===== src/hw/ebc_defs.svh =====
// offsets, field positions and reset values of the bus cycle controller
`ifndef EBC_DEFS_SVH
`define EBC_DEFS_SVH
`define EBC_OFS_CTRL 8'h00
`define EBC_OFS_ADDR 8'h04
`define EBC_OFS_WDATA 8'h08
`define EBC_OFS_STATUS 8'h0C
`define EBC_OFS_RDATA 8'h10
`define EBC_OFS_TIMING 8'h20
`define EBC_TIMING_STRIDE 8'h04
`define EBC_CTRL_START 0
`define EBC_CTRL_LO 1
`define EBC_CTRL_HI 9
`define EBC_STAT_BUSY 0
`define EBC_STAT_DONE 1
`define EBC_TIM_HI 12
`define EBC_TIMING_RESET 13'h0000
`define EBC_HALF_UNIT 2
`endif


===== src/hw/ebc_pkg.sv =====
// types shared by the external bus cycle controller
package ebc_pkg;
  typedef enum logic [2:0] {
    ST_IDLE, ST_AB, ST_C, ST_D, ST_E, ST_WAIT, ST_F
  } phase_e;
  // one chip select's phase settings, values stored as printed fields
  typedef struct packed {
    logic [1:0] ab_ext; // extra address setup units on window change
    logic ab;           // address setup: 0 -> 1 unit, 1 -> 2 units
    logic [1:0] c;      // command delay units
    logic d;            // write data setup / turnaround units
    logic [4:0] e;      // access units minus one
    logic [1:0] f;      // hold units
  } timing_s;
  // cycle control word written by software
  typedef struct packed {
    logic wr_hi;        // write high byte
    logic wr_lo;        // write low byte
    logic rdy_async;    // ready passes the extra sync stage
    logic rdy_pol;      // ready active level
    logic rdy_en;       // ready handshake extends access
    logic [1:0] cs;     // chip select
    logic mux;          // multiplexed address/data
    logic rnw;          // 1 = read
  } ctl_s;
endpackage : ebc_pkg


===== src/hw/external_bus_cycle_controller.sv =====
// five-phase external bus cycle controller with register port
//
// Our own choices: the address map and strobed register access.
`timescale 1ns/1ns
`default_nettype none
`include "ebc_defs.svh"
// Contract
// cycle runs AB, C, D, E, F in order
// phase lengths from per chip select registers
// setup 1-2 units, plus 0-3 on window change
// command delay 0-3, access 1-32 units
// data setup or turnaround 0-1 unit
// hold phase 0-3 units
// ready input may stretch the access phase
// read data captured when read strobe rises
// early address change leaves read data intact
// partner holds read data until strobe rises
// mux mode writes data on shared lines
// demux mode writes data on data bus
// 24-bit address on dedicated outputs
// read and byte write strobes during access
// drive byte high enable and address latch
// reference clock out times all bus signals
// software selects ready polarity
// async ready adds sync stage, one wait
// inactive ready waits, active ready ends
// partner drops ready before next sample
// one unit is one reference clock period
module external_bus_cycle_controller #(
  parameter int CHIP_SELECTS = 4,
  parameter int HALF_UNIT = `EBC_HALF_UNIT
) (
  input wire logic i_ref_clk,
  input wire logic i_nrst,
  input wire logic [7:0] i_reg_addr,
  input wire logic [31:0] i_reg_wdata,
  input wire logic i_reg_wr,
  input wire logic i_reg_rd,
  output logic [31:0] o_reg_rdata,
  input wire logic i_ready,
  input wire logic [15:0] i_muxed_addr_data_bus,
  input wire logic [15:0] i_demux_data_bus,
  output logic [23:0] o_addr_bus_out,
  output logic [15:0] o_muxed_addr_data_bus,
  output logic o_muxed_addr_data_bus_oe_n,
  output logic [15:0] o_demux_data_bus,
  output logic o_demux_data_bus_oe_n,
  output logic o_read_strobe_n,
  output logic o_write_low_n,
  output logic o_write_high_n,
  output logic o_byte_high_enable_n,
  output logic o_addr_latch_enable,
  output logic o_bus_ref_clock_out
);
  localparam int UNIT_CYC = 2 * HALF_UNIT;

  ebc_pkg::timing_s chip_select_timing_regs [CHIP_SELECTS];
  ebc_pkg::ctl_s ctl;
  ebc_pkg::timing_s cur;
  ebc_pkg::phase_e state, next_state;
  logic [23:0] addr;
  logic [15:0] wdata, rdata;
  logic [7:0] last_hi;
  logic pend, done, first_w, rdy_u;
  logic [4:0] cnt, next_cnt;
  logic [$clog2(HALF_UNIT+1)-1:0] div;
  logic rdy_s1, rdy_s2;
  logic [15:0] din_s1, din_s2;
  logic [15:0] dmx_s1, dmx_s2;
  ebc_pkg::timing_s sel;

  // phase length in units minus one; zero-length phases are skipped
  function automatic logic [4:0] phase_len(ebc_pkg::phase_e st,
                                           ebc_pkg::timing_s t,
                                           logic win);
    logic [4:0] n;
    n = 5'h00;
    unique case (st)
      ebc_pkg::ST_AB: n = {4'h0, t.ab} + (win ? {3'h0, t.ab_ext} : 5'h00);
      ebc_pkg::ST_C: n = {3'h0, t.c} - 5'h01;
      ebc_pkg::ST_D: n = 5'h00;
      ebc_pkg::ST_E: n = t.e;
      ebc_pkg::ST_F: n = {3'h0, t.f} - 5'h01;
      ebc_pkg::ST_IDLE, ebc_pkg::ST_WAIT: n = 5'h00;
    endcase
    return n;
  endfunction

  // register decode
  wire wr_ctrl = i_reg_wr && i_reg_addr == `EBC_OFS_CTRL;
  wire wr_addr = i_reg_wr && i_reg_addr == `EBC_OFS_ADDR;
  wire wr_wdata = i_reg_wr && i_reg_addr == `EBC_OFS_WDATA;
  wire wr_stat = i_reg_wr && i_reg_addr == `EBC_OFS_STATUS;
  wire [7:0] tim_ofs = i_reg_addr - `EBC_OFS_TIMING;
  wire [7:0] tim_idx = tim_ofs / `EBC_TIMING_STRIDE;
  wire tim_hit = i_reg_addr >= `EBC_OFS_TIMING &&
                 tim_idx < 8'(CHIP_SELECTS) && tim_ofs[1:0] == 2'b00;
  wire busy = pend || state != ebc_pkg::ST_IDLE;
  wire start = wr_ctrl && i_reg_wdata[`EBC_CTRL_START] && !busy;
  wire [31:0] rd_mux =
    i_reg_addr == `EBC_OFS_CTRL ? {22'h0, ctl, 1'b0} :
    i_reg_addr == `EBC_OFS_ADDR ? {8'h00, addr} :
    i_reg_addr == `EBC_OFS_WDATA ? {16'h0000, wdata} :
    i_reg_addr == `EBC_OFS_STATUS ? {30'h0, done, busy} :
    i_reg_addr == `EBC_OFS_RDATA ? {16'h0000, rdata} :
    tim_hit ? {19'h0, chip_select_timing_regs[tim_idx[1:0]]} : 32'h0;

  // unit pulse marks each rising edge of the reference clock
  wire unit = div == ($bits(div))'(HALF_UNIT - 1) && !o_bus_ref_clock_out;
  wire unit_end = unit && cnt == 5'h00;
  wire win = addr[23:16] != last_hi;
  wire in_access = state == ebc_pkg::ST_E || state == ebc_pkg::ST_WAIT;
  wire rdy_level = ctl.rdy_async ? rdy_u : rdy_s2;
  wire rdy_act = rdy_level == ctl.rdy_pol;
  // bus choice made after both sync stages, never on a raw pin
  wire [15:0] din = ctl.mux ? din_s2 : dmx_s2;
  wire next_access = next_state == ebc_pkg::ST_E ||
                     next_state == ebc_pkg::ST_WAIT;
  wire next_busy = next_state != ebc_pkg::ST_IDLE;
  wire next_data = next_busy && next_state != ebc_pkg::ST_AB;
  wire leave_read = in_access && !next_access && ctl.rnw;
  ebc_pkg::phase_e after_e;
  assign after_e = cur.f != 2'b00 ? ebc_pkg::ST_F : ebc_pkg::ST_IDLE;
  // the first phase is sized before cur is loaded, so it reads the
  // selected chip select's set directly
  assign sel = chip_select_timing_regs[ctl.cs];

  // phase sequencing, one step per unit
  always_comb
  begin
    next_state = state;
    unique case (state)
      ebc_pkg::ST_IDLE: if (unit && pend) next_state = ebc_pkg::ST_AB;
      ebc_pkg::ST_AB: if (unit_end) next_state = cur.c != 2'b00 ?
        ebc_pkg::ST_C : cur.d ? ebc_pkg::ST_D : ebc_pkg::ST_E;
      ebc_pkg::ST_C: if (unit_end)
        next_state = cur.d ? ebc_pkg::ST_D : ebc_pkg::ST_E;
      ebc_pkg::ST_D: if (unit_end) next_state = ebc_pkg::ST_E;
      ebc_pkg::ST_E: if (unit_end)
        next_state = ctl.rdy_en ? ebc_pkg::ST_WAIT : after_e;
      ebc_pkg::ST_WAIT: if (unit && !first_w && rdy_act)
        next_state = after_e;
      ebc_pkg::ST_F: if (unit_end) next_state = ebc_pkg::ST_IDLE;
    endcase
    next_cnt = cnt;
    if (next_state != state)
      next_cnt = phase_len(next_state,
        state == ebc_pkg::ST_IDLE ? sel : cur, win);
    else if (unit && cnt != 5'h00)
      next_cnt = cnt - 5'h01;
  end

  // pin inputs pass two flops first
  always_ff @(posedge i_ref_clk or negedge i_nrst)
  begin
    if (!i_nrst) begin
      rdy_s1 <= 1'b0;
      rdy_s2 <= 1'b0;
      din_s1 <= 16'h0000;
      din_s2 <= 16'h0000;
      dmx_s1 <= 16'h0000;
      dmx_s2 <= 16'h0000;
    end else begin
      rdy_s1 <= i_ready;
      rdy_s2 <= rdy_s1;
      din_s1 <= i_muxed_addr_data_bus;
      din_s2 <= din_s1;
      dmx_s1 <= i_demux_data_bus;
      dmx_s2 <= dmx_s1;
    end
  end

  // reference clock divider
  always_ff @(posedge i_ref_clk or negedge i_nrst)
  begin
    if (!i_nrst) begin
      div <= '0;
      o_bus_ref_clock_out <= 1'b0;
    end else if (div == ($bits(div))'(HALF_UNIT - 1)) begin
      div <= '0;
      o_bus_ref_clock_out <= !o_bus_ref_clock_out;
    end else begin
      div <= div + 1'b1;
    end
  end

  // software registers; a done set beats a clear in the same cycle
  always_ff @(posedge i_ref_clk or negedge i_nrst)
  begin
    if (!i_nrst) begin
      ctl <= '0;
      addr <= 24'h000000;
      wdata <= 16'h0000;
      pend <= 1'b0;
      done <= 1'b0;
      o_reg_rdata <= 32'h0;
      for (int i = 0; i < CHIP_SELECTS; i++)
        chip_select_timing_regs[i] <= `EBC_TIMING_RESET;
    end else begin
      o_reg_rdata <= i_reg_rd ? rd_mux : 32'h0;
      // control, address and write data are frozen while a cycle runs
      if (wr_ctrl && !busy)
        ctl <= i_reg_wdata[`EBC_CTRL_HI:`EBC_CTRL_LO];
      if (wr_addr && !busy) addr <= i_reg_wdata[23:0];
      if (wr_wdata && !busy) wdata <= i_reg_wdata[15:0];
      if (i_reg_wr && tim_hit)
        chip_select_timing_regs[tim_idx[1:0]] <=
          i_reg_wdata[`EBC_TIM_HI:0];
      if (start) pend <= 1'b1;
      else if (state == ebc_pkg::ST_IDLE && unit) pend <= 1'b0;
      // a pending start alone is not a finished cycle
      if (state != ebc_pkg::ST_IDLE && !next_busy) done <= 1'b1;
      else if (start || (wr_stat && i_reg_wdata[`EBC_STAT_DONE]))
        done <= 1'b0;
    end
  end

  // phase machine and bus pins, pins follow the next phase
  always_ff @(posedge i_ref_clk or negedge i_nrst)
  begin
    if (!i_nrst) begin
      state <= ebc_pkg::ST_IDLE;
      cnt <= 5'h00;
      cur <= '0;
      last_hi <= 8'h00;
      first_w <= 1'b0;
      rdy_u <= 1'b0;
      rdata <= 16'h0000;
      o_addr_bus_out <= 24'h000000;
      o_muxed_addr_data_bus <= 16'h0000;
      o_muxed_addr_data_bus_oe_n <= 1'b1;
      o_demux_data_bus <= 16'h0000;
      o_demux_data_bus_oe_n <= 1'b1;
      o_read_strobe_n <= 1'b1;
      o_write_low_n <= 1'b1;
      o_write_high_n <= 1'b1;
      o_byte_high_enable_n <= 1'b1;
      o_addr_latch_enable <= 1'b0;
    end else begin
      state <= next_state;
      cnt <= next_cnt;
      if (state == ebc_pkg::ST_IDLE && next_busy) begin
        cur <= sel;
        last_hi <= addr[23:16];
      end
      if (unit) rdy_u <= rdy_s2;
      if (state == ebc_pkg::ST_E && next_state == ebc_pkg::ST_WAIT)
        first_w <= ctl.rdy_async;
      else if (unit) first_w <= 1'b0;
      // partner keeps data valid up to this edge
      if (leave_read) rdata <= din;
      if (next_busy) o_addr_bus_out <= addr;
      o_addr_latch_enable <= next_state == ebc_pkg::ST_AB;
      o_byte_high_enable_n <= !(next_busy && (ctl.rnw || ctl.wr_hi));
      o_muxed_addr_data_bus <= next_state == ebc_pkg::ST_AB ?
        addr[15:0] : wdata;
      o_muxed_addr_data_bus_oe_n <= !(ctl.mux && (next_state ==
        ebc_pkg::ST_AB || (next_data && !ctl.rnw)));
      o_demux_data_bus <= wdata;
      o_demux_data_bus_oe_n <= !(!ctl.mux && next_data && !ctl.rnw);
      o_read_strobe_n <= !(next_access && ctl.rnw);
      o_write_low_n <= !(next_access && !ctl.rnw && ctl.wr_lo);
      o_write_high_n <= !(next_access && !ctl.rnw && ctl.wr_hi);
    end
  end
endmodule // external_bus_cycle_controller
`default_nettype wire


===== config.mk =====
export PLATFORM = sky130hd
export DESIGN_NAME = external_bus_cycle_controller
export DESIGN_NICKNAME = d
export VERILOG_FILES = /design/src/hw/ebc_pkg.sv /design/src/hw/external_bus_cycle_controller.sv
export VERILOG_INCLUDE_DIRS = /design/src /design/src/hw
export SDC_FILE = /design/constraint.sdc
export NUM_CORES = 1
export LEC_CHECK = 0
export BUFFER_PORTS_ARGS = -buffer_cell sky130_fd_sc_hd__buf_2
export CAP_MARGIN = 20
export CORE_MARGIN = 4
export CORE_UTILIZATION = 52
export DETAILED_ROUTE_END_ITERATION = 8
export PLACE_DENSITY = 0.86
export SYNTH_ARGS = -nofsm -noshare
export SYNTH_HDL_FRONTEND = slang
export SYNTH_SLANG_ARGS = --single-unit

===== constraint.sdc =====
create_clock -name i_ref_clk -period 2.95 [get_ports i_ref_clk]
set_input_delay 0.295 -clock i_ref_clk [delete_from_list [all_inputs] [get_ports i_ref_clk]]
set_output_delay 0.295 -clock i_ref_clk [all_outputs]
set_load 0.02 [all_outputs]

==> metrics.csv <==
stage,metric,value,unit
worst_setup_path,depth of the worst register-to-register path,9,
floorplan,Die Ht,163,um
run,max-capacitance violation count,0,
placement,number of cells in the design after placement,1361,
placement,final estimated routing congestion in global placement,0.914,
sta,period utilization,97.9,%
synthesis,Post-synth EDFFs,0,
placement,count of buffers from port buffering,156,
floorplan,Total Die Area,26500,um2
final_layout,"top library cells by usage in the layout, fill and taps aside","dfrtp_1 (300), buf_2 (155), mux2_2 (146)",
pwr,total power consumption of the routed design,0.0134,W
clock_tree,htree depth,1,
global_routing,number of global-route vias before repair,8800,
synthesis,register bit count reported by yosys,306,
final_layout,post-route cell area,15500,um2
detailed_routing,overall routed net length,30900,um
clock_tree,Sink Count,306,
detailed_routing,post-detailed-route count of antenna-violating nets,0,
global_routing,initial antenna violation count,4,
worst_setup_path,data arrival time of the critical path,3340,ps
worst_hold_path,hold_sp,i_reg_rd,
global_routing,pin count of the biggest net entering global routing,100,
worst_setup_path,slowest library cell on the worst path,or3b_4,
global_routing,met2 Use GR,40.2,%
worst_setup_path,critical path required time,3400,ps
worst_setup_path,launch instance of the worst register-to-register path,o_bus_ref_clock_out,
worst_setup_path,CP dominant cell by count,buf_4,
worst_setup_path,Setup Crit Path Kind,flip-flop to flip-flop,
sta,skew final,15.7,ps
clock_tree,clock transition at the registers of the reported paths,70,ps
final_layout,fraction of layout instances using a drive strength above 1,41.7,%
worst_hold_path,Hold Path Cell Cnt,3,
clock_tree,Inserted Clock Buffers,31,
sta,Setup-failing EPs final,0,
worst_setup_path,critical path buffer and inverter count,4,
global_routing,GR Util met3,5.19,%
sta,Worst-Margin Slew,991,ps
floorplan,I/O pin total,173,
pwr,leakage component of the power,7.56,nW
global_routing,global-route wire length before repair,49000,um
synthesis,Synth Cell Area,12500,um2
global_routing,layer with the highest usage,met2,
clock_tree,buffer levels on the longest clock path,3,
detailed_routing,total iterations of the first detailed-routing run,5,
final_layout,"leading cell type in the layout, fill and taps excluded",dfrtp_1,
worst_hold_path,endpoint with the worst hold slack,o_reg_rdata[4],
worst_setup_path,sort of element at the start of the critical path,flip-flop,
synthesis,primary flip-flop cell chosen by synthesis mapping,dfrtp_1,
placement,dpl hpwl,20600,um
global_routing,Total GRT Usage,23.6,%
worst_setup_path,kind of cell with the highest combined delay on the critical path,compound AO/OA/AOI/OAI gates,
final_layout,net count of the finished layout,1211,
pwr,power per cell area,867,nW/um2
worst_setup_path,element type at the critical path end,flip-flop,
detailed_routing,average detailed-routed wire length per instance,21.0,um
synthesis,Netlist cell types,73,
worst_hold_path,path class of the lowest-slack min-delay path,input pin to flip-flop,
final_layout,"Cell Count, Final, Fillers Out",1473,
floorplan,# rows,56,
worst_setup_path,largest incremental delay on the critical path,430,ps
synthesis,post-synthesis cell type with the largest combined area,dfrtp_1,
detailed_routing,DR vias/cell,5.64,
worst_setup_path,setup slack of the most critical reg-to-reg path,60,ps
synthesis,Mapped Avg Cell Area,14.3,um2
floorplan,die boundary width,163,um
final_layout,Area Overhead vs Synth,23.8,%
placement,placed cell areas,13900,um2
synthesis,main area contributors after synthesis,"dfrtp_1 (60%), mux2_2 (13%), mux4_2 (4.7%)",
synthesis,Yosys Warn Count,0,
clock_tree,CTS tree,done,
worst_setup_path,largest fanout on the critical path,8,
clock_tree,root cell of the clock tree,clkbuf_16,
global_routing,Global Route met1 Usage,31.2,%
floorplan,starting density of the core,53.0,%
sta,fmax,0.346,GHz
sta,final count of hold timing violations,0,
placement,worst setup slack after placement,39.7,ps
synthesis,gate count after technology mapping,875,
synthesis,proportion of register bits with asynchronous set or reset after synthesis,100,%
synthesis,top cell type's share of synthesized area,60.2,%
detailed_routing,vias,8307,
detailed_routing,# DRC,0,
synthesis,sequential fraction of the synthesis area,61.4,%
final_layout,utilization after layout,65.6,%
sta,minimum setup slack in the final design,62.4,ps
worst_setup_path,CP cell instances,"or3b_4, buf_4, o311a_4, o31ai_4, inv_2, nor3_4, buf_12, buf_4, mux2_2",
clock_tree,worst skew pair latency,560,ps
sta,number of pins with negative max-slew slack in the final report,0,
detailed_routing,Initial DRC Count,792,
floorplan,core region area,23500,um2
sta,normalized max-slew margin,33.9,%
pwr,worst supply voltage drop on vdd,0.626,mV
sta,shortest clock period the worst path allows after layout,2890,ps
worst_setup_path,destination of the worst register-to-register timing path,o_addr_bus_out[11],
status,status,"finished, final reports clean",
global_routing,total congestion overflow,0,
==> worst min-delay path, cell delays in order <==
cell and delay, ps:
buf_2 130, o21ai_0 80, nor2_1 50
==> metal layers <==
| metal | part of all wire [%] | routed length [um] |
|---|---|---|
| met1 | 39 | 12200 |
| met5 | 0.094 | 29 |
| met2 | 50 | 15500 |
| met3 | 8.0 | 2480 |
| met4 | 2.3 | 715 |
==> power by group <==
part | leakage, nW | total [W] | internal (W) | switching, W
combinational | 3.04 | 0.00466 | 0.00213 | 0.00252
clock | 0.492 | 0.00373 | 0.00211 | 0.00163
sequential | 4.03 | 0.00501 | 0.00465 | 0.000353
total | 7.56 | 0.0134 | 0.00889 | 0.00451
==> through the flow <==
| stage | TNS [ps] | hold slack [ps] |
|---|---|---|
| finish | 0 | 52.4 |
| global placement | 0 | 332 |
| global route | -37.2 | 35.8 |
| detailed placement | 0 | 335 |
| floorplan | 0 | -0.591 |
| CTS | -0.543 | 28.1 |
==> synth_stat cells, types with 4 or more instances <==
cell / n
o31ai_1: 4
nand4_1: 5
mux2_2: 146
a221oi_1: 6
a222oi_1: 12
ha_1: 7
inv_1: 13
nand2b_1: 5
a31oi_1: 8
buf_6: 8
nor4_1: 4
a21oi_1: 25
mux2_1: 8
nand3_1: 6
mux2i_1: 26
clkbuf_1: 19
nand2_1: 55
dfstp_2: 6
dfrtp_1: 300
buf_2: 8
and2_1: 8
buf_1: 5
xnor2_1: 14
o21ai_0: 17
nor2_1: 39
nor2b_1: 4
nor3_1: 7
mux4_2: 26
or3_1: 8
buf_4: 10
==> logic make-up after synthesis <==
| logic type | count (synthesis) | synth area share (%) |
|---|---|---|
| flops | 306 | 61.4 |
| simple gates | 166 | 6.84 |
| fa+ha+maj | 7 | 0.702 |
| mux | 208 | 20.9 |
| buf+inv | 67 | 3.00 |
| compound gates | 104 | 5.98 |
| other cells | 1 | 0.0300 |
| xor+xnor | 16 | 1.12 |
==> how the worst max path moves through the flow <==
stage	start	to	slack [ps]	cells past startpoint
after floorplan	cnt[0]	o_muxed_addr_data_bus[10]	160	11
after global routing	cnt[1]	cnt[2]	-20	11
final	o_bus_ref_clock_out	o_addr_bus_out[11]	60	9
after detailed placement	cnt[1]	o_addr_bus_out[23]	40	10
after CTS	cnt[1]	o_addr_bus_out[23]	-0.5	10
after global placement	cnt[1]	o_muxed_addr_data_bus[8]	30	10
==> state kept, by name, summed over array words and instances (netlist names), 24 cells and up <==
register and cells:
chip_select_timing_regs 52, addr 24, o_addr_bus_out 24, o_reg_rdata 24
==> layout make-up <==
type | instances | area, um2
sequential | 306 | 7660
tap | 319 | 399
multi-input combinational | 509 | 4530
antenna | 2 | 5.00
fill | 1664 | 8090
inverter | 16 | 65.1
timing repair buffer | 263 | 1810
clock buffer | 38 | 832
clock inverter | 20 | 149
==> what timing repair did <==
action | CTS | global route
pin swaps | 0 | 5
hold buffers | 45 | 0
endpoints found under the hold margin | 133 | 0
gates cloned | 0 | 1
setup endpoints to repair | 2 | 55
gates resized for setup | 1 | 13
setup buffers | 0 | 5
Note: power is estimated with default switching activity, not from simulation.
